--- config.mk ---
export PLATFORM = sky130hd
export DESIGN_NAME = wwd_top
export DESIGN_NICKNAME = d
export VERILOG_FILES = /design/src/logic/wwd_pkg.sv /design/src/logic/wwd_divider.sv /design/src/logic/wwd_top.sv
export SDC_FILE = /design/constraint.sdc
export NUM_CORES = 1
export LEC_CHECK = 0
export ABC_AREA = 1
export BUFFER_PORTS_ARGS = -buffer_cell sky130_fd_sc_hd__clkbuf_2
export CAP_MARGIN = 5
export CORE_AREA = 2 2 74 105
export CTS_CLUSTER_SIZE = 24
export DETAILED_ROUTE_END_ITERATION = 10
export DIE_AREA = 0 0 76 107
export GPL_TIMING_DRIVEN = 0
export PLACE_DENSITY = 0.69
export SLEW_MARGIN = 40
export SYNTH_ARGS = -nofsm -noshare
export SYNTH_HDL_FRONTEND = slang
export SYNTH_SLANG_ARGS = --single-unit
--- constraint.sdc ---
create_clock -name pclk -period 1.95 [get_ports pclk]
set_input_delay 0.39 -clock pclk [delete_from_list [all_inputs] [get_ports pclk]]
set_output_delay 0.39 -clock pclk [all_outputs]
set_load 0.005 [all_outputs]
--- src/logic/wwd_pkg.sv ---
// Package for the window watchdog: register map, fields, reset values, timing.
// Assumes a single 25 MHz APB clock and an active-low asynchronous reset.
package wwd_pkg;

	// ****************************************
	// Bus carrier
	// ****************************************
	localparam int ADDR_W = 8;

	typedef struct packed {
		logic              psel;
		logic              penable;
		logic              pwrite;
		logic [ADDR_W-1:0] paddr;
		logic [31:0]       pwdata;
	} wwd_apb_req_s;

	typedef struct packed {
		logic        pready;
		logic [31:0] prdata;
		logic        pslverr;
	} wwd_apb_rsp_s;

	// ****************************************
	// Register offsets
	// ****************************************
	localparam logic [ADDR_W-1:0] OFS_CONTROL = 8'h00;
	localparam logic [ADDR_W-1:0] OFS_WINDOW  = 8'h04;
	localparam logic [ADDR_W-1:0] OFS_STATUS  = 8'h08;

	// ****************************************
	// Fields
	// ****************************************
	localparam int CNT_W        = 7;
	localparam int BIT_TOP      = 6;
	localparam int BIT_ACTIVATE = 7;
	localparam int ST_ACTIVE    = 0;
	localparam int ST_HW_OPT    = 1;
	localparam int ST_HALT_OPT  = 2;
	localparam int ST_PULSE     = 3;
	localparam int ST_WDG_RST   = 4;

	// ****************************************
	// Reset values
	// ****************************************
	localparam logic [CNT_W-1:0] RST_COUNTER = 7'h7F;
	localparam logic [CNT_W-1:0] RST_WINDOW  = 7'h7F;

	// ****************************************
	// Timing
	// ****************************************
	localparam int CLK_PERIOD_NS   = 40;
	localparam int TICK_OSC_CYCLES = 16384;
	localparam int RST_PULSE_NS    = 30000;
	localparam int RST_PULSE_CYC   = (RST_PULSE_NS + CLK_PERIOD_NS - 1) / CLK_PERIOD_NS;
	localparam int PULSE_W         = $clog2(RST_PULSE_CYC + 1);

	typedef enum logic [0:0] {
		WWD_RUN,
		WWD_PULSE
	} wwd_state_e;

endpackage

--- src/logic/wwd_divider.sv ---
// Fixed divider producing a one-cycle tick every DIV clock cycles.
// Assumes DIV of at least two; free running from reset release.
`timescale 1ns/1ns
module wwd_divider #(
	parameter int DIV = 16384
) (
	input  wire logic pclk,
	input  wire logic presetn,
	output logic      tick
);
	localparam int W = $clog2(DIV);

	logic [W-1:0] cnt;
	logic [W-1:0] next_cnt;
	logic         next_tick;

	always_comb begin
		next_tick = (cnt == W'(DIV - 1));
		next_cnt  = next_tick ? '0 : cnt + W'(1);
	end

	always_ff @(posedge pclk or negedge presetn) begin
		if (!presetn) begin
			cnt  <= '0;
			tick <= 1'b0;
		end else begin
			cnt  <= next_cnt;
			tick <= next_tick;
		end
	end
endmodule

--- src/logic/wwd_top.sv ---
// Window watchdog: 7-bit downcounter, window compare, reset pulse, APB slave.
// Assumes option inputs are static straps from outside the clock domain.
//
// Overview of operation
// - counter decrements every 16384 oscillator cycles
// - activated, top bit clearing starts reset
// - reset pin driven low about 30 us
// - reload above window value forces reset
// - counter lives in control bits six..zero
// - timeout set in 64 steps, low bits
// - option selects hardware or software activation
// - option makes halt cause reset instead, once activated
//
// Implementation choices: the register addresses and the APB slave port.
`timescale 1ns/1ns
module wwd_top
	import wwd_pkg::*;
#(
	parameter int TICK_CYCLES = TICK_OSC_CYCLES
) (
	input  wire logic                  pclk,
	input  wire logic                  presetn,
	input  wire wwd_pkg::wwd_apb_req_s apb_req,
	output wwd_pkg::wwd_apb_rsp_s      apb_rsp,
	input  wire logic                  hw_activate_option,
	input  wire logic                  halt_reset_option,
	input  wire logic                  halt_req,
	output logic                       halt_ack,
	output logic                       reset_pin_out,
	output logic                       reset_pin_oe
);
	import wwd_pkg::*;

	// ****************************************
	// Option synchronisers
	// ****************************************
	logic [1:0] hw_sync;
	logic [1:0] halt_opt_sync;

	always_ff @(posedge pclk or negedge presetn) begin
		if (!presetn) begin
			hw_sync       <= 2'h0;
			halt_opt_sync <= 2'h0;
		end else begin
			hw_sync       <= {hw_sync[0], hw_activate_option};
			halt_opt_sync <= {halt_opt_sync[0], halt_reset_option};
		end
	end

	// ****************************************
	// Timebase
	// ****************************************
	logic tick;

	wwd_divider #(
		.DIV (TICK_CYCLES)
	) u_div (
		.pclk    (pclk),
		.presetn (presetn),
		.tick    (tick)
	);

	// ****************************************
	// Bus decode
	// ****************************************
	logic bus_access;
	logic bus_wr;
	logic wr_control;
	logic wr_window;
	logic wr_status;
	logic addr_ok;

	always_comb begin
		bus_access = apb_req.psel && apb_req.penable && !apb_rsp.pready;
		bus_wr     = bus_access && apb_req.pwrite;
		addr_ok    = (apb_req.paddr == OFS_CONTROL) || (apb_req.paddr == OFS_WINDOW)
		             || (apb_req.paddr == OFS_STATUS);
		wr_control = bus_wr && (apb_req.paddr == OFS_CONTROL);
		wr_window  = bus_wr && (apb_req.paddr == OFS_WINDOW);
		wr_status  = bus_wr && (apb_req.paddr == OFS_STATUS);
	end

	// ****************************************
	// Watchdog core
	// ****************************************
	logic [CNT_W-1:0]   counter;
	logic [CNT_W-1:0]   window;
	logic               activate;
	logic               wdg_rst_seen;
	wwd_state_e         state;
	logic [PULSE_W-1:0] pulse_cnt;

	logic [CNT_W-1:0]   next_counter;
	logic [CNT_W-1:0]   next_window;
	logic               next_activate;
	logic               next_wdg_rst_seen;
	wwd_state_e         next_state;
	logic [PULSE_W-1:0] next_pulse_cnt;
	logic               next_halt_ack;
	logic               fire;
	logic               halt_fire;

	always_comb begin
		next_counter      = counter;
		next_window       = window;
		next_activate     = activate;
		next_wdg_rst_seen = wdg_rst_seen;
		next_state        = state;
		next_pulse_cnt    = pulse_cnt;
		next_halt_ack     = 1'b0;
		fire              = 1'b0;
		halt_fire         = 1'b0;

		if (tick) begin
			next_counter = counter - 7'h01;
			if (activate && counter[BIT_TOP] && !next_counter[BIT_TOP]) begin
				fire = 1'b1;
			end
		end

		if (wr_control) begin
			next_counter = apb_req.pwdata[CNT_W-1:0];
			if (apb_req.pwdata[BIT_ACTIVATE]) begin
				next_activate = 1'b1;
			end
			if (activate && (counter > window)) begin
				fire = 1'b1;
			end
			if (next_activate && !apb_req.pwdata[BIT_TOP]) begin
				fire = 1'b1;
			end
		end

		if (wr_window) begin
			next_window = apb_req.pwdata[CNT_W-1:0];
		end

		if (hw_sync[1]) begin
			next_activate = 1'b1;
		end

		if (halt_req) begin
			if (halt_opt_sync[1] && activate) begin
				halt_fire = 1'b1;
			end else begin
				next_halt_ack = 1'b1;
			end
		end

		if (wr_status && apb_req.pwdata[ST_WDG_RST]) begin
			next_wdg_rst_seen = 1'b0;
		end

		case (state)
			WWD_RUN: begin
				if (fire || halt_fire) begin
					next_state        = WWD_PULSE;
					next_pulse_cnt    = PULSE_W'(RST_PULSE_CYC - 1);
					next_wdg_rst_seen = 1'b1;
				end
			end
			WWD_PULSE: begin
				if (pulse_cnt == '0) begin
					next_state = WWD_RUN;
				end else begin
					next_pulse_cnt = pulse_cnt - PULSE_W'(1);
				end
			end
			default: begin
				next_state = WWD_RUN;
			end
		endcase
	end

	always_ff @(posedge pclk or negedge presetn) begin
		if (!presetn) begin
			counter       <= RST_COUNTER;
			window        <= RST_WINDOW;
			activate      <= 1'b0;
			wdg_rst_seen  <= 1'b0;
			state         <= WWD_RUN;
			pulse_cnt     <= '0;
			halt_ack      <= 1'b0;
			reset_pin_out <= 1'b1;
			reset_pin_oe  <= 1'b0;
		end else begin
			counter       <= next_counter;
			window        <= next_window;
			activate      <= next_activate;
			wdg_rst_seen  <= next_wdg_rst_seen;
			state         <= next_state;
			pulse_cnt     <= next_pulse_cnt;
			halt_ack      <= next_halt_ack;
			reset_pin_out <= 1'b0;
			reset_pin_oe  <= (next_state == WWD_PULSE);
		end
	end

	// ****************************************
	// Bus answer
	// ****************************************
	wwd_apb_rsp_s next_rsp;

	always_comb begin
		next_rsp = '0;
		if (bus_access) begin
			next_rsp.pready  = 1'b1;
			next_rsp.pslverr = !addr_ok;
			if (!apb_req.pwrite) begin
				case (apb_req.paddr)
					OFS_CONTROL: next_rsp.prdata = {24'h000000, activate, counter};
					OFS_WINDOW:  next_rsp.prdata = {25'h0000000, window};
					OFS_STATUS: begin
						next_rsp.prdata[ST_ACTIVE]   = activate;
						next_rsp.prdata[ST_HW_OPT]   = hw_sync[1];
						next_rsp.prdata[ST_HALT_OPT] = halt_opt_sync[1];
						next_rsp.prdata[ST_PULSE]    = (state == WWD_PULSE);
						next_rsp.prdata[ST_WDG_RST]  = wdg_rst_seen;
					end
					default: next_rsp.prdata = 32'h00000000;
				endcase
			end
		end
	end

	always_ff @(posedge pclk or negedge presetn) begin
		if (!presetn) begin
			apb_rsp <= '0;
		end else begin
			apb_rsp <= next_rsp;
		end
	end
endmodule

== Word level (Yosys, flattened, before mapping) ==
Cells that the tools add are included.

* Word-level logic and storage cells: 78
* Memories kept: 0
* Latch bits: 0
* Bits in read-only memories: 0
* Register bits: 82
* Memory bits (writable): 0
* Output and inout bits: 37

* Shift operators: 0
* $add $sub $neg: 3
* Equal/unequal tests: 5
* Order comparisons: 1
* Div/mod/pow operators: 0
* Bitwise operators: 1
* Reduce and logical (&&, ||, !) cells: 24
* Multiply operators: 0
* Mux-type cells: 29

{| class="wikitable"
|+ Operator list
! kind !! count
|-
| $mux W34 || 1
|-
| $mux W10 || 2
|-
| $pmux W10 S2 || 1
|-
| $mux W1 || 18
|-
| $pmux W5 S3 || 1
|-
| $add A14 B1 Y14 const B || 1
|-
| $eq A14 B14 Y1 const B || 1
|-
| $mux W14 || 1
|-
| $mux W7 || 2
|-
| $logic_and A1 B1 Y1 || 12
|-
| $logic_not A10 Y1 || 1
|-
| $sub A10 B1 Y10 const B || 1
|-
| $eq A8 B3 Y1 const B || 1
|-
| $eq A8 B4 Y1 const B || 1
|-
| $logic_not A8 Y1 || 1
|-
| $mux W8 || 1
|-
| $gt A7 B7 Y1 || 1
|-
| $sub A7 B1 Y7 const B || 1
|-
| $pmux W3 S2 || 1
|-
| $logic_not A1 Y1 || 4
|-
| $ne A2 B2 Y1 const B || 2
|-
| $reduce_bool A2 Y1 || 2
|-
| $logic_or A1 B1 Y1 || 3
|-
| $pmux W1 S2 || 1
|-
| 2 further kinds || 2
|}

== Depth between registers and ports, before layout ==
Gate-level depths: netlist of the first run.

* Depth in word-level cells: 11
* Gate-level depth with buffers: 15
* Gate-level depth less buffers: 15

== Hierarchy ==
From an unflattened synthesis of the first run, not the netlist that was laid out.

* Cell total of the unflattened synthesis: 395
* Area, all modules: 3350.7 um2

{| class="wikitable"
|+ Modules (own cells, without submodules)
! module !! sequential area each (um2) !! times used !! area an instance (um2) !! cells each
|-
| wwd_top || 1094.8 || 1 || 2541.2 || 303
|-
| wwd_divider || 375.4 || 1 || 809.5 || 92
|}

== Worst setup path after synthesis of the first run ==
Ideal clock, no wire load.

* Kind: reg-to-reg
* From: reg window[6]
* To: reg pulse_cnt[5]
* Stages on the path, launching flop included: 14
* Arrival: 1564 ps
* Required time: 1818 ps
* Library setup time: 132 ps
* Setup slack: 254 ps
* Cells stage by stage: dfstp_2 inv_1 ha_1 nand2_1 inv_1 a21oi_1 nand2_1 nand2_1 nand2_1 nand2_1 nand2_1 nand2_1 buf_6 o211ai_1

* Longest elaborated chain between the ends: 8

{| class="wikitable"
|+ Ends and longest elaborated chain
! what !! line !! RTL
|-
| from (decl) || wwd_top.sv:87 || <nowiki>logic [CNT_W-1:0] window;</nowiki>
|-
| from (signal assigned) || wwd_top.sv:188 || <nowiki>window <= next_window;</nowiki>
|-
| $gt A7 B7 Y1 || wwd_top.sv:126 || <nowiki>if (activate && (counter > window)) begin</nowiki>
|-
| $logic_and A1 B1 Y1 || wwd_top.sv:126 ||
|-
| $mux W1 || wwd_top.sv:126 ||
|-
| $mux W1 || wwd_top.sv:129 || <nowiki>if (next_activate && !apb_req.pwdata[BIT_TOP]) begin</nowiki>
|-
| $mux W1 || wwd_top.sv:121 || <nowiki>if (wr_control) begin</nowiki>
|-
| $logic_or A1 B1 Y1 || wwd_top.sv:156 || <nowiki>if (fire || halt_fire) begin</nowiki>
|-
| $ne A2 B2 Y1 (no line) || -- ||
|-
| $reduce_and A2 Y1 (no line) || -- ||
|-
| to (signal assigned) || wwd_top.sv:192 || <nowiki>pulse_cnt <= next_pulse_cnt;</nowiki>
|-
| to (decl) || wwd_top.sv:91 || <nowiki>logic [PULSE_W-1:0] pulse_cnt;</nowiki>
|}

Every way passes these cells.
A chain may end at the register's enable or synchronous reset.

== Worst setup path in the final report of the first run ==
* From: reg counter[0]
* To: reg pulse_cnt[5]

* Longest elaborated chain between the ends: 11
* Elaborated cells on any way between the ends: 13
* Classes of those cells: add/sub: 1; order compare: 1; eq/ne: 1; mux: 5; reduce/logical: 5

{| class="wikitable"
|+ Ends and longest elaborated chain
! what !! line !! RTL
|-
| from (decl) || wwd_top.sv:86 || <nowiki>logic [CNT_W-1:0] counter;</nowiki>
|-
| from (signal assigned) || wwd_top.sv:187 || <nowiki>counter <= next_counter;</nowiki>
|-
| $sub A7 B1 Y7 || wwd_top.sv:115 || <nowiki>next_counter = counter - 7'h01;</nowiki>
|-
| $logic_not A1 Y1 || wwd_top.sv:116 || <nowiki>if (activate && counter[BIT_TOP] && !next_counter[BIT_TOP]) begin</nowiki>
|-
| $logic_and A1 B1 Y1 || wwd_top.sv:116 ||
|-
| $mux W1 || wwd_top.sv:116 ||
|-
| $mux W1 || wwd_top.sv:114 || <nowiki>if (tick) begin</nowiki>
|-
| $mux W1 || wwd_top.sv:126 ||
|-
| $mux W1 || wwd_top.sv:129 ||
|-
| $mux W1 (*) || wwd_top.sv:121 ||
|-
| $logic_or A1 B1 Y1 (*) || wwd_top.sv:156 ||
|-
| $ne A2 B2 Y1 (no line) (*) || -- ||
|-
| $reduce_and A2 Y1 (no line) (*) || -- ||
|}

Mark *: on every way between the ends. The rest lies on a longest branch, timed or not.

==> results of run 1 <==
-- cells by family after synthesis --
family / count (synthesis)
AND/OR/NAND/NOR: 164
buffers and inverters: 77
flip-flops: 58
AO/OA/AOI/OAI: 34
XOR/XNOR: 13
adder cells (fa/ha/maj): 10
multiplexers: 2
other: 1
-- critical path: cells and delay by family (launching register included) --
family	cells	cell delay, ns
buffers and inverters	3	0.23
AOI/OAI and AO/OA	2	0.17
adders and majority gates	1	0.26
DFF	1	0.56
and+or+nand+nor	6	0.47
-- metal layers --
layer,share of wire [%],GRT usage [%],vias to the layer above
met5,0,0,-
met4,3.3,8.83,0
met3,3.6,3.62,20
met2,53,30.7,69
met1,40,17.5,1188
li1,-,-,1255
-- registers in the layout, summed over array words and instances, names as in the netlist --
register and flops:
u_div.cnt 14, counter 7, pulse_cnt 10, wdg_rst_seen 1, activate 1, apb_rsp 10, halt_opt_sync 2, reset_pin_out 1
state 1, window 7, u_div.tick 1, hw_sync 2, halt_ack 1
-- cells in the final DEF (no fill, tap or decap), types with 3 or more instances in the layout --
cell type,count
clkbuf_2,35
xnor2_1,3
ha_1,3
a21oi_2,3
nand3_2,5
inv_1,40
a31oi_1,6
nand2_2,6
xor2_1,10
o21ai_0,4
nand2_1,78
nor2_2,6
o211ai_1,4
clkbuf_8,12
inv_2,9
nor2_4,3
nor3_1,5
conb_1,25
nor2_1,28
buf_4,32
dfstp_2,15
a21oi_1,9
ha_4,6
nand3_1,20
dfrtp_1,43
-- power breakdown --
group	internal [µW]	switching, µW	leakage [µW]
Sequential	1220	9.54	0.000684
Combinational	75.2	83.6	0.00124
Clock	694	461	0.000107
-- metrics by stage --
stage,hold WS (ns),cell area (µm²)
floorplan,0.0944,3240
global placement,0.337,3550
detailed placement,0.347,3570
CTS,0.140,3790
global route,0.144,3930
finish,0.158,3930
-- cell type report --
class | instances | share of cell area, %
Inverter | 49 | 4.68
Multi-Input combinational cell | 248 | 37.5
Clock inverter | 2 | 0.891
Buffer | 28 | 5.54
Clock buffer | 14 | 4.39
Timing Repair Buffer | 44 | 6.56
Tap cell | 97 | 3.09
Sequential cell | 58 | 37.4
-- path summary, 6_finish.rpt --
kind | from | endpoint | slack (ns) | depth (start not counted)
max | counter[0] | pulse_cnt[5] | 0.12 | 12
max reg2reg | counter[0] | pulse_cnt[5] | 0.12 | 12
min | halt_reset_option | halt_opt_sync[0] | 0.16 | 1
min reg2reg | halt_opt_sync[0] | halt_opt_sync[1] | 0.36 | 0
min in group asynchronous | presetn | apb_rsp[0] | 0.54 | 2
max in group asynchronous | presetn | window[3] | 0.84 | 3
-- what timing repair did --
action,CTS,global route
endpoints found under the setup margin,0,11
endpoints found under the hold margin,1,0
buffers inserted,0,5
hold buffers,1,0
gates resized for setup,0,21
==> impl_metrics.csv, run 1 <==
group,metric,value,unit
outcome,run_status,"complete, no violations",
route,vias,2532,
sta,period_minus_slack,1.83,ns
route,routed_wl,6580,µm
yosys,ys_seq_area_share,46.6,%
sta,hold_viol,0,
yosys,synth.top_cells.by_count,"nand2_1 (81), inv_1 (46), dfrtp_1 (43), nor2_1 (29), buf_4 (26)",
clocking,cts_tree,"yes",
power_and_ir_drop,peakVddDrop,0.000375,V
min_path,hold_path.class,"in -> reg",
setup_path,cp_slowest_cell,"dfstp_2",
yosys,ys.flop_type,"dfrtp_1",
floorplanning,die_area,8130,µm²
yosys,yosys_warnings,0,
floorplanning,die_x,76,µm
route,dr.pass1.iters,5,
yosys,synthMuxAreaShare,0.793,%
placed_design,pre_cts_ws,0.0758,ns
cells_and_area,multi_input_area,1470,µm²
global_routing,grt_max_degree,33,
placed_design,dp.final_hpwl,4850,µm
yosys,ys_seq_elements,58,
route,drc,0,
setup_path,max_stage_delay,0.56,ns
yosys,synthAdderAreaFrac,3.97,%
global_routing,antenna_found_initial,0,
floorplanning,rows,37,
yosys,synth_compound_area_share,6.78,%
global_routing,grt_util_all_layers,16.6,%
clocking,clkTransAtPathRegs,0.07,ns
yosys,postSynthAreaPerCell,8.79,µm²
sta,timing.final.ws_setup,0.116,ns
sta,timing.slew.headroom,61.6,%
yosys,synth_edf_count,0,
placed_design,place_congestion,0.892,
setup_path,crit_chain,"inv_2 > ha_4 > inv_1 > nor2_1 > a21oi_1 > nand2_1 > nand2_1 > nand2_1 > nand2_1 > nand2_2 > buf_6 > o211ai_1",
route,via_per_inst,4.69,
yosys,synth_top_family_by_area,"simple AND/OR/NAND/NOR gates",
cells_and_area,n_antenna_cell,0,
yosys,netlist-cell-type-count,43,
setup_path,start_kind,"flip-flop",
setup_path,required,2.15,ns
floorplanning,num_io_pins,85,
yosys,synth_area,3150,µm²
sta,fin_setup_tns,0,ns
yosys,yosys.area.top_type,"dfrtp_1",
sta,min_period_over_period,94.1,%
sta,final-setup-viol-count,0,
route,drtAntennaViolNets,0,
cells_and_area,utilization,54.8,%
route,first_iter_violations,196,
cells_and_area,nets,496,
sta,clock.fmax,545,MHz
yosys,synth_top_area_share,34.1,%
sta,finClkSkew,0.0117,ns
cells_and_area,n_fill_cell,660,
global_routing,grt_pass1_wl,10600,µm
setup_path,crit_fanout,5,
clocking,htree_levels,3,
power_and_ir_drop,power,2550,µW
yosys,synthCells,359,
floorplanning,core,7180,µm²
power_and_ir_drop,power.leakage,0.00203,µW
clocking,clk-insertion-delay-late,0.33,ns
cells_and_area,drive_above_1_share,33.9,%
yosys,synth_xor_area_share,3.61,%
floorplanning,start_util,44.0,%
cells_and_area,area_growth,24.6,%
setup_path,cpMostUsedCell,"nand2_1",
yosys,synthArstFlopShare,100,%
setup_path,arrival,2.03,ns
clocking,cts_buffers,9,
cells_and_area,final_cells,540,
yosys,yosys.area_share.simple,25.4,%
sta,tightestPinTransition,0.571,ns
yosys,yosysMostFrequentCell,"nand2_1",
clocking,cts_root_buffer,"clkbuf_8",
clocking,clockBufferDepth,2,
global_routing,grt_pass1_vias,2430,
cells_and_area,register_area,1470,µm²
global_routing,globalRouteOverflowTotal,0,
power_and_ir_drop,p_per_area,647,nW/µm²
route,routedWlPerCell,12.2,µm
clocking,cts_sinks,58,
setup_path,worstSetupPathType,"reg -> reg",
yosys,synthTopCellsByArea,"dfrtp_1 (34%), dfstp_2 (12%), nand2_1 (9.6%), buf_4 (6.2%), inv_1 (5.5%)",
floorplanning,die_h,107,µm
sta,drv_slew,0,
placed_design,dp.cells,517,
setup_path,endpoint_kind,"flip-flop",
flow_run,max_cap_viol_count,0,
placed_design,portBuffers,36,
(Power assumes the default switching activity.)
==> run 2: changes to the inputs <==
--- a/config.mk
+++ b/config.mk
@@ -14,6 +14,7 @@
 export DIE_AREA = 0 0 76 107
 export GPL_TIMING_DRIVEN = 0
 export PLACE_DENSITY = 0.69
+export SETUP_SLACK_MARGIN = 0.2
 export SLEW_MARGIN = 40
 export SYNTH_ARGS = -nofsm -noshare
 export SYNTH_HDL_FRONTEND = slang
==> run 2 against run 1 <==
Compared with the run above: combinational power up 4%; sequential share of layout area down 1.3 points; clock-buffer cell count unchanged; clock skew about the same; wire length up 4.7%; critical endpoint unchanged.
==> impl_metrics.csv, run 2 (same netlist as run 1, synthesis figures left out) <==
group,metric,value,unit
outcome,run_status,"complete, no violations",
floorplanning,start_util,44.0,%
power_and_ir_drop,p_per_area,627,nW/µm²
sta,clock.fmax,555,MHz
cells_and_area,final_common_cell,"nand2_1",
setup_path,arrival,2.00,ns
setup_path,worstSetupPathType,"reg -> reg",
route,routedWlPerCell,12.5,µm
placed_design,portBuffers,36,
cells_and_area,stdcell_area,4080,µm²
clocking,cts_buffers,9,
cells_and_area,final_cell_mix,"nand2_1 (76), dfrtp_1 (43), buf_4 (41), inv_1 (39), clkbuf_2 (35)",
min_path,min_from,"halt_reset_option",
power_and_ir_drop,power.leakage,0.00208,µW
setup_path,worstReg2RegStart,"counter[6]",
route,drc,0,
setup_path,crit_chain,"ha_4 > nand2_2 > inv_1 > a21oi_2 > nand2_1 > nand2_1 > nand2_1 > nand2_1 > nand2_1 > nand2_2 > buf_6 > o211ai_1",
sta,min_period_over_period,92.5,%
global_routing,grt_util_all_layers,17.9,%
route,first_iter_violations,190,
sta,timing.slew.headroom,61.6,%
cells_and_area,drive_above_1_share,37.7,%
global_routing,globalRouteOverflowTotal,0,
flow_run,max_cap_viol_count,0,
clocking,cts_tree,"yes",
placed_design,place_congestion,0.892,
global_routing,grt_pass1_wl,11400,µm
sta,rsz0062_at_grt,"true",
clocking,clkTransAtPathRegs,0.07,ns
floorplanning,core,7180,µm²
setup_path,max_stage_delay,0.58,ns
global_routing,grt_max_degree,33,
setup_path,cpMostUsedCell,"nand2_1",
cells_and_area,top_regs,"u_div.cnt x14, apb_rsp x10, pulse_cnt x10",
route,drtAntennaViolNets,0,
global_routing,grt_pass1_vias,2541,
setup_path,start_kind,"flip-flop",
placed_design,dp.final_hpwl,4850,µm
floorplanning,die_x,76,µm
clocking,htree_levels,3,
floorplanning,die_area,8130,µm²
sta,final-setup-viol-count,0,
min_path,hold_path.class,"in -> reg",
cells_and_area,n_antenna_cell,0,
clocking,cts_sinks,58,
setup_path,cp_slowest_cell,"dfstp_2",
setup_path,startpoint,"counter[6]",
clocking,cts_root_buffer,"clkbuf_8",
route,dr.pass1.iters,4,
cells_and_area,nets,506,
sta,tightestPinTransition,0.571,ns
sta,finClkSkew,0.0121,ns
power_and_ir_drop,peakVddDrop,0.000376,V
sta,drv_slew,0,
clocking,clockBufferDepth,2,
route,via_per_inst,4.73,
clocking,clk-insertion-delay-late,0.34,ns
route,routed_wl,6890,µm
floorplanning,num_io_pins,85,
sta,period_minus_slack,1.80,ns
cells_and_area,largest_reg_flops,14,
setup_path,crit_fanout,5,
global_routing,antenna_found_initial,0,
floorplanning,rows,37,
setup_path,required,2.15,ns
cells_and_area,area_growth,29.2,%
sta,hold_viol,0,
sta,fin_setup_tns,0,ns
floorplanning,die_h,107,µm
route,vias,2603,
placed_design,dpl_cell_area,3570,µm²
cells_and_area,regMostFlops,"u_div.cnt",
setup_path,endpoint_kind,"flip-flop",
run 2: cell count changes in the layout (fill, tap and decap cells not counted), moves of 2 or more:
cell,previous run,this run
buf_4,32,41
nand3_1,20,17
nand3_2,5,8
ha_1,3,1
ha_4,6,8
nand2_1,78,76
nand2_2,6,8
nor2_1,28,26
nor2_4,3,5
run 2: worst paths after layout:
| path | end | slack (ns) | depth (start not counted) |
|---|---|---|---|
| setup / recovery | pulse_cnt[5] | 0.15 | 12 |
| hold / removal | halt_opt_sync[0] | 0.15 | 1 |
| setup reg to reg | pulse_cnt[5] | 0.15 | 12 |
| hold reg to reg | halt_opt_sync[1] | 0.36 | 0 |
| max in group asynchronous | window[3] | 0.84 | 3 |
| min in group asynchronous | apb_rsp[0] | 0.53 | 2 |
run 2: what timing repair did:
action / 4_1_cts / 5_1_grt
buffers inserted: 11 / 4
pin swaps: 16 / 4
resized for setup: 25 / 11
cloned: 1 / 0
setup endpoints to repair: 11 / 19
hold endpoints to repair: 1 / 0
hold buffers: 1 / 0
run 2: stage by stage:
step / instances / setup WS (ns) / utilization (%) / hold slack (ns) / total power [µW]
2_1_floorplan: 383 / 0.254 / - / 0.0944 / 1330
3_3_place_gp: 516 / 0.0913 / 49.4 / 0.337 / 1390
3_5_place_dp: 517 / 0.0758 / 49.7 / 0.347 / 1400
4_1_cts: 546 / 0.175 / 55.7 / 0.140 / 2570
5_1_grt: 550 / 0.00773 / 56.8 / 0.144 / 2660
6_report: 550 / 0.147 / 56.8 / 0.155 / 2550
run 2: critical path, delay by kind of cell, from the launching register on:
kind                     cells  cell delay (ns)
AO/OA/AOI/OAI                2             0.20
adder cells (fa/ha/maj)      1             0.22
buffers and inverters        2             0.19
flip-flops                   1             0.58
AND/OR/NAND/NOR              7             0.49
run 2: layout make-up:
cell class              count  area [µm²]
repair buffers             54         337
flip-flops and latches     58        1470
fillers                   640        3100
well taps                  97         121
inverters                  49         184
multi-input cells         248        1540
plain buffers              28         218
clock inverters             2        35.0
clock buffers              14         173
run 2: layer usage:
| layer | global-route usage (%) | vias to the layer above | routed length [µm] | part of all wire [%] |
|---|---|---|---|---|
| met5 | 0 | - | 0 | 0 |
| met4 | 11.0 | 0 | 289 | 4.2 |
| met3 | 3.62 | 29 | 275 | 4.0 |
| met2 | 32.1 | 71 | 3680 | 53 |
| met1 | 19.2 | 1228 | 2650 | 38 |
| li1 | - | 1275 | - | - |
run 2: report_power, final:
part / internal (µW) / total, µW / switching (µW)
Combinational: 79.0 / 166 / 87.1
Clock: 694 / 1160 / 463
Sequential: 1220 / 1230 / 8.89
==> run 3: changes to the inputs <==
--- a/config.mk
+++ b/config.mk
@@ -8,14 +8,15 @@
 export ABC_AREA = 1
 export BUFFER_PORTS_ARGS = -buffer_cell sky130_fd_sc_hd__clkbuf_2
 export CAP_MARGIN = 5
-export CORE_AREA = 2 2 74 105
+export CORE_AREA = 2 2 76 108
 export CTS_CLUSTER_SIZE = 24
 export DETAILED_ROUTE_END_ITERATION = 10
-export DIE_AREA = 0 0 76 107
+export DIE_AREA = 0 0 78 110
 export GPL_TIMING_DRIVEN = 0
 export PLACE_DENSITY = 0.69
 export SETUP_SLACK_MARGIN = 0.2
 export SLEW_MARGIN = 40
 export SYNTH_ARGS = -nofsm -noshare
 export SYNTH_HDL_FRONTEND = slang
+export SYNTH_HIERARCHICAL = 1
 export SYNTH_SLANG_ARGS = --single-unit
==> constraint.sdc (replaced) <==
create_clock -name pclk -period 1.73 [get_ports pclk]
set_input_delay 0.346 -clock pclk [delete_from_list [all_inputs] [get_ports pclk]]
set_output_delay 0.346 -clock pclk [all_outputs]
set_load 0.005 [all_outputs]
==> run 3 against run 2 <==
Compared with the run above: the flow now finishes with violations (setup timing); clock-buffer cell count fell by 4; sequential power up 37%; cell count grew 5.1%; flip-flop and latch count unchanged; power is 50% higher; critical path type unchanged; critical endpoint is now pulse_cnt[6].
==> impl_metrics.csv, run 3 <==
group,metric,value,unit
outcome,run_status,"complete, but fails checks",
outcome,violations,"setup timing",
floorplanning,die_x,78,µm
yosys,yosysMostFrequentCell,"nand2_1",
clocking,clk-insertion-delay-late,0.35,ns
setup_path,reg2regPathDepth,14,
yosys,synthAdderAreaFrac,3.73,%
placed_design,place_congestion,0.862,
setup_path,startpoint,"window[6]",
yosys,synth_xor_area_share,3.10,%
cells_and_area,regMostFlops,"u_div/cnt",
sta,rsz0062_at_grt,"true",
yosys,synth_area,3350,µm²
yosys,synthMuxAreaShare,0,%
floorplanning,core,7610,µm²
power_and_ir_drop,peakVddDrop,0.000424,V
yosys,ys.flop_type,"dfrtp_1",
flow_run,max_cap_viol_count,0,
clocking,cts_root_buffer,"clkbuf_8",
route,drc,0,
global_routing,grt_util_all_layers,17.7,%
sta,drv_slew,0,
sta,holdWs,0.106,ns
global_routing,grt_max_degree,39,
cells_and_area,final_cell_mix,"nand2_1 (85), inv_1 (47), dfrtp_1 (43), clkbuf_2 (35), nor2_1 (32)",
sta,timing.slew.headroom,60.1,%
global_routing,met2_usage,31.3,%
sta,min_period_over_period,109,%
floorplanning,rows,38,
global_routing,grt_pass1_wl,11800,µm
clocking,cts_sinks,58,
global_routing,globalRouteOverflowTotal,0,
setup_path,crit_path_end,"pulse_cnt[6]",
clocking,htree_levels,3,
setup_path,reg2reg_to,"pulse_cnt[6]",
cells_and_area,n_antenna_cell,0,
setup_path,arrival,2.13,ns
sta,finClkSkew,0.0125,ns
sta,final-setup-viol-count,12,
sta,clock.fmax,530,MHz
floorplanning,num_io_pins,85,
route,vias,2676,
sta,period_minus_slack,1.89,ns
sta,tightestPinTransition,0.594,ns
cells_and_area,largest_reg_flops,14,
placed_design,dp.final_hpwl,5240,µm
setup_path,max_stage_delay,0.56,ns
yosys,synthArstFlopShare,100,%
route,routed_wl,7170,µm
route,dr.pass1.iters,4,
yosys,ys_seq_area_share,43.9,%
cells_and_area,top_regs,"u_div/cnt x14, apb_rsp x10, pulse_cnt x10",
yosys,synth_top_family_by_area,"simple AND/OR/NAND/NOR gates",
placed_design,portBuffers,36,
setup_path,start_kind,"flip-flop",
clocking,clkTransAtPathRegs,0.06,ns
cells_and_area,area_growth,25.8,%
yosys,yosys_warnings,6,
setup_path,worstSetupPathType,"reg -> reg",
sta,timing.final.ws_setup,-0.158,ns
setup_path,worstReg2RegStart,"window[6]",
clocking,cts_buffers,9,
global_routing,gr-usage-met3,3.26,%
power_and_ir_drop,p_per_area,907,nW/µm²
cells_and_area,final_cells,578,
yosys,yosys.area_share.simple,29.3,%
yosys,yosys.area.top_type,"dfrtp_1",
cells_and_area,stdcell_area,4210,µm²
route,first_iter_violations,188,
sta,hold_viol,0,
yosys,netlist-cell-type-count,41,
min_path,min_from,"hw_activate_option",
route,routedWlPerCell,12.4,µm
cells_and_area,final_common_cell,"nand2_1",
setup_path,crit_chain,"inv_2 > ha_4 > nand2_4 > nor2_1 > nand2_1 > nand2_1 > nand2_1 > nand2_1 > nand2_1 > nand2_2 > nand2_4 > clkbuf_16 > nand3_2 > nand2_1",
global_routing,grt_pass1_vias,2630,
global_routing,use_met1,20.3,%
setup_path,endpoint_kind,"flip-flop",
global_routing,top_usage_layer,"met2",
floorplanning,die_h,110,µm
clocking,cts_tree,"yes",
route,via_per_inst,4.63,
placed_design,dp.cells,556,
route,drtAntennaViolNets,0,
setup_path,cpMostUsedCell,"nand2_1",
power_and_ir_drop,power.leakage,0.00216,µW
yosys,synthCells,395,
yosys,synthTopCellsByArea,"dfrtp_1 (32%), dfstp_2 (12%), nand2_1 (10%), inv_1 (6.2%), buf_4 (5.4%)",
yosys,synth_edf_count,0,
cells_and_area,drive_above_1_share,36.0,%
floorplanning,start_util,44.0,%
setup_path,cp_slowest_cell,"dfstp_2",
clocking,clockBufferDepth,2,
cells_and_area,n_fill_cell,705,
yosys,ys_seq_elements,58,
global_routing,antenna_found_initial,0,
setup_path,required,1.97,ns
placed_design,dpl_cell_area,3830,µm²
setup_path,r2r_slack,-0.16,ns
yosys,synth.top_cells.by_count,"nand2_1 (91), inv_1 (55), dfrtp_1 (43), nor2_1 (34), buf_4 (24)",
setup_path,crit_fanout,5,
min_path,hold_path.class,"in -> reg",
yosys,postSynthAreaPerCell,8.48,µm²
yosys,synth_compound_area_share,7.06,%
floorplanning,die_area,8580,µm²
cells_and_area,nets,531,
yosys,synth_top_area_share,32.1,%
-- run 3: cell count changes after synthesis, sizes merged, moves of 4 or more --
| cell | before | now |
|---|---|---|
| nand2 | 85 | 100 |
| a31oi | 6 | 2 |
| o21ai | 6 | 12 |
| inv | 49 | 58 |
| nand4 | 3 | 7 |
| nor2 | 37 | 51 |
-- run 3: worst min-delay path by stage --
stage | endpoint | depth (start not counted)
after floorplan | activate | 0
after detailed placement | apb_rsp[6] | 1
final | hw_sync[0] | 1
after global placement | hw_sync[1] | 0
after CTS | hw_sync[0] | 1
after global routing | halt_opt_sync[0] | 1
-- run 3: power breakdown --
part	internal (µW)	switching [µW]
Clock	654	546
Combinational	414	523
Sequential	1510	172
Total	2580	1240
-- run 3: layout make-up --
class	count	area [µm²]	area share (%)
multi-input combinational	276	1720	40.8
clock buffer	10	128	3.03
inverter	58	220	5.23
sequential	58	1470	34.9
timing repair buffer	42	260	6.18
tap	100	125	2.97
buffer	28	233	5.52
clock inverter	6	57.6	1.37
-- run 3: through the flow --
stage	util, %	setup WS, ns	setup TNS (ns)	power [µW]
2_1_floorplan	-	0.0182	0	2300
3_3_place_gp	50.1	-0.131	-1.33	2480
3_5_place_dp	50.4	-0.146	-1.50	2530
4_1_cts	53.4	-0.142	-1.45	3760
5_1_grt	55.4	-0.217	-2.33	4090
6_report	55.4	-0.158	-1.47	3820
-- run 3: timing repair --
item / in CTS / in global routing
hold buffers: 1 / 0
endpoints found under the setup margin: 13 / 18
hold endpoints to repair: 17 / 0
resized for setup: 5 / 29
gates cloned: 0 / 2
pin swaps: 1 / 9
buffers inserted: 2 / 1
-- run 3: cells by family (layout without fill, tap and decap cells) --
| logic type | Yosys count | after routing |
|---|---|---|
| adder cells (fa/ha/maj) | 10 | 10 |
| XOR/XNOR | 11 | 11 |
| buffers and inverters | 86 | 144 |
| other | 1 | 25 |
| AND/OR/NAND/NOR | 191 | 192 |
| AO/OA/AOI/OAI | 38 | 38 |
| flip-flops | 58 | 58 |
-- run 3: per-layer routing --
metal,wire [µm],vias up
li1,-,1364
met1,2960,1237
met2,3730,56
met3,299,19
met4,185,0
met5,0,-
-- run 3: critical path, delay by kind of cell, from the launching register on --
| kind | cells | cell delay [ns] |
|---|---|---|
| buffers and inverters | 2 | 0.23 |
| DFF | 1 | 0.56 |
| and+or+nand+nor | 11 | 0.71 |
| adders and majority gates | 1 | 0.27 |
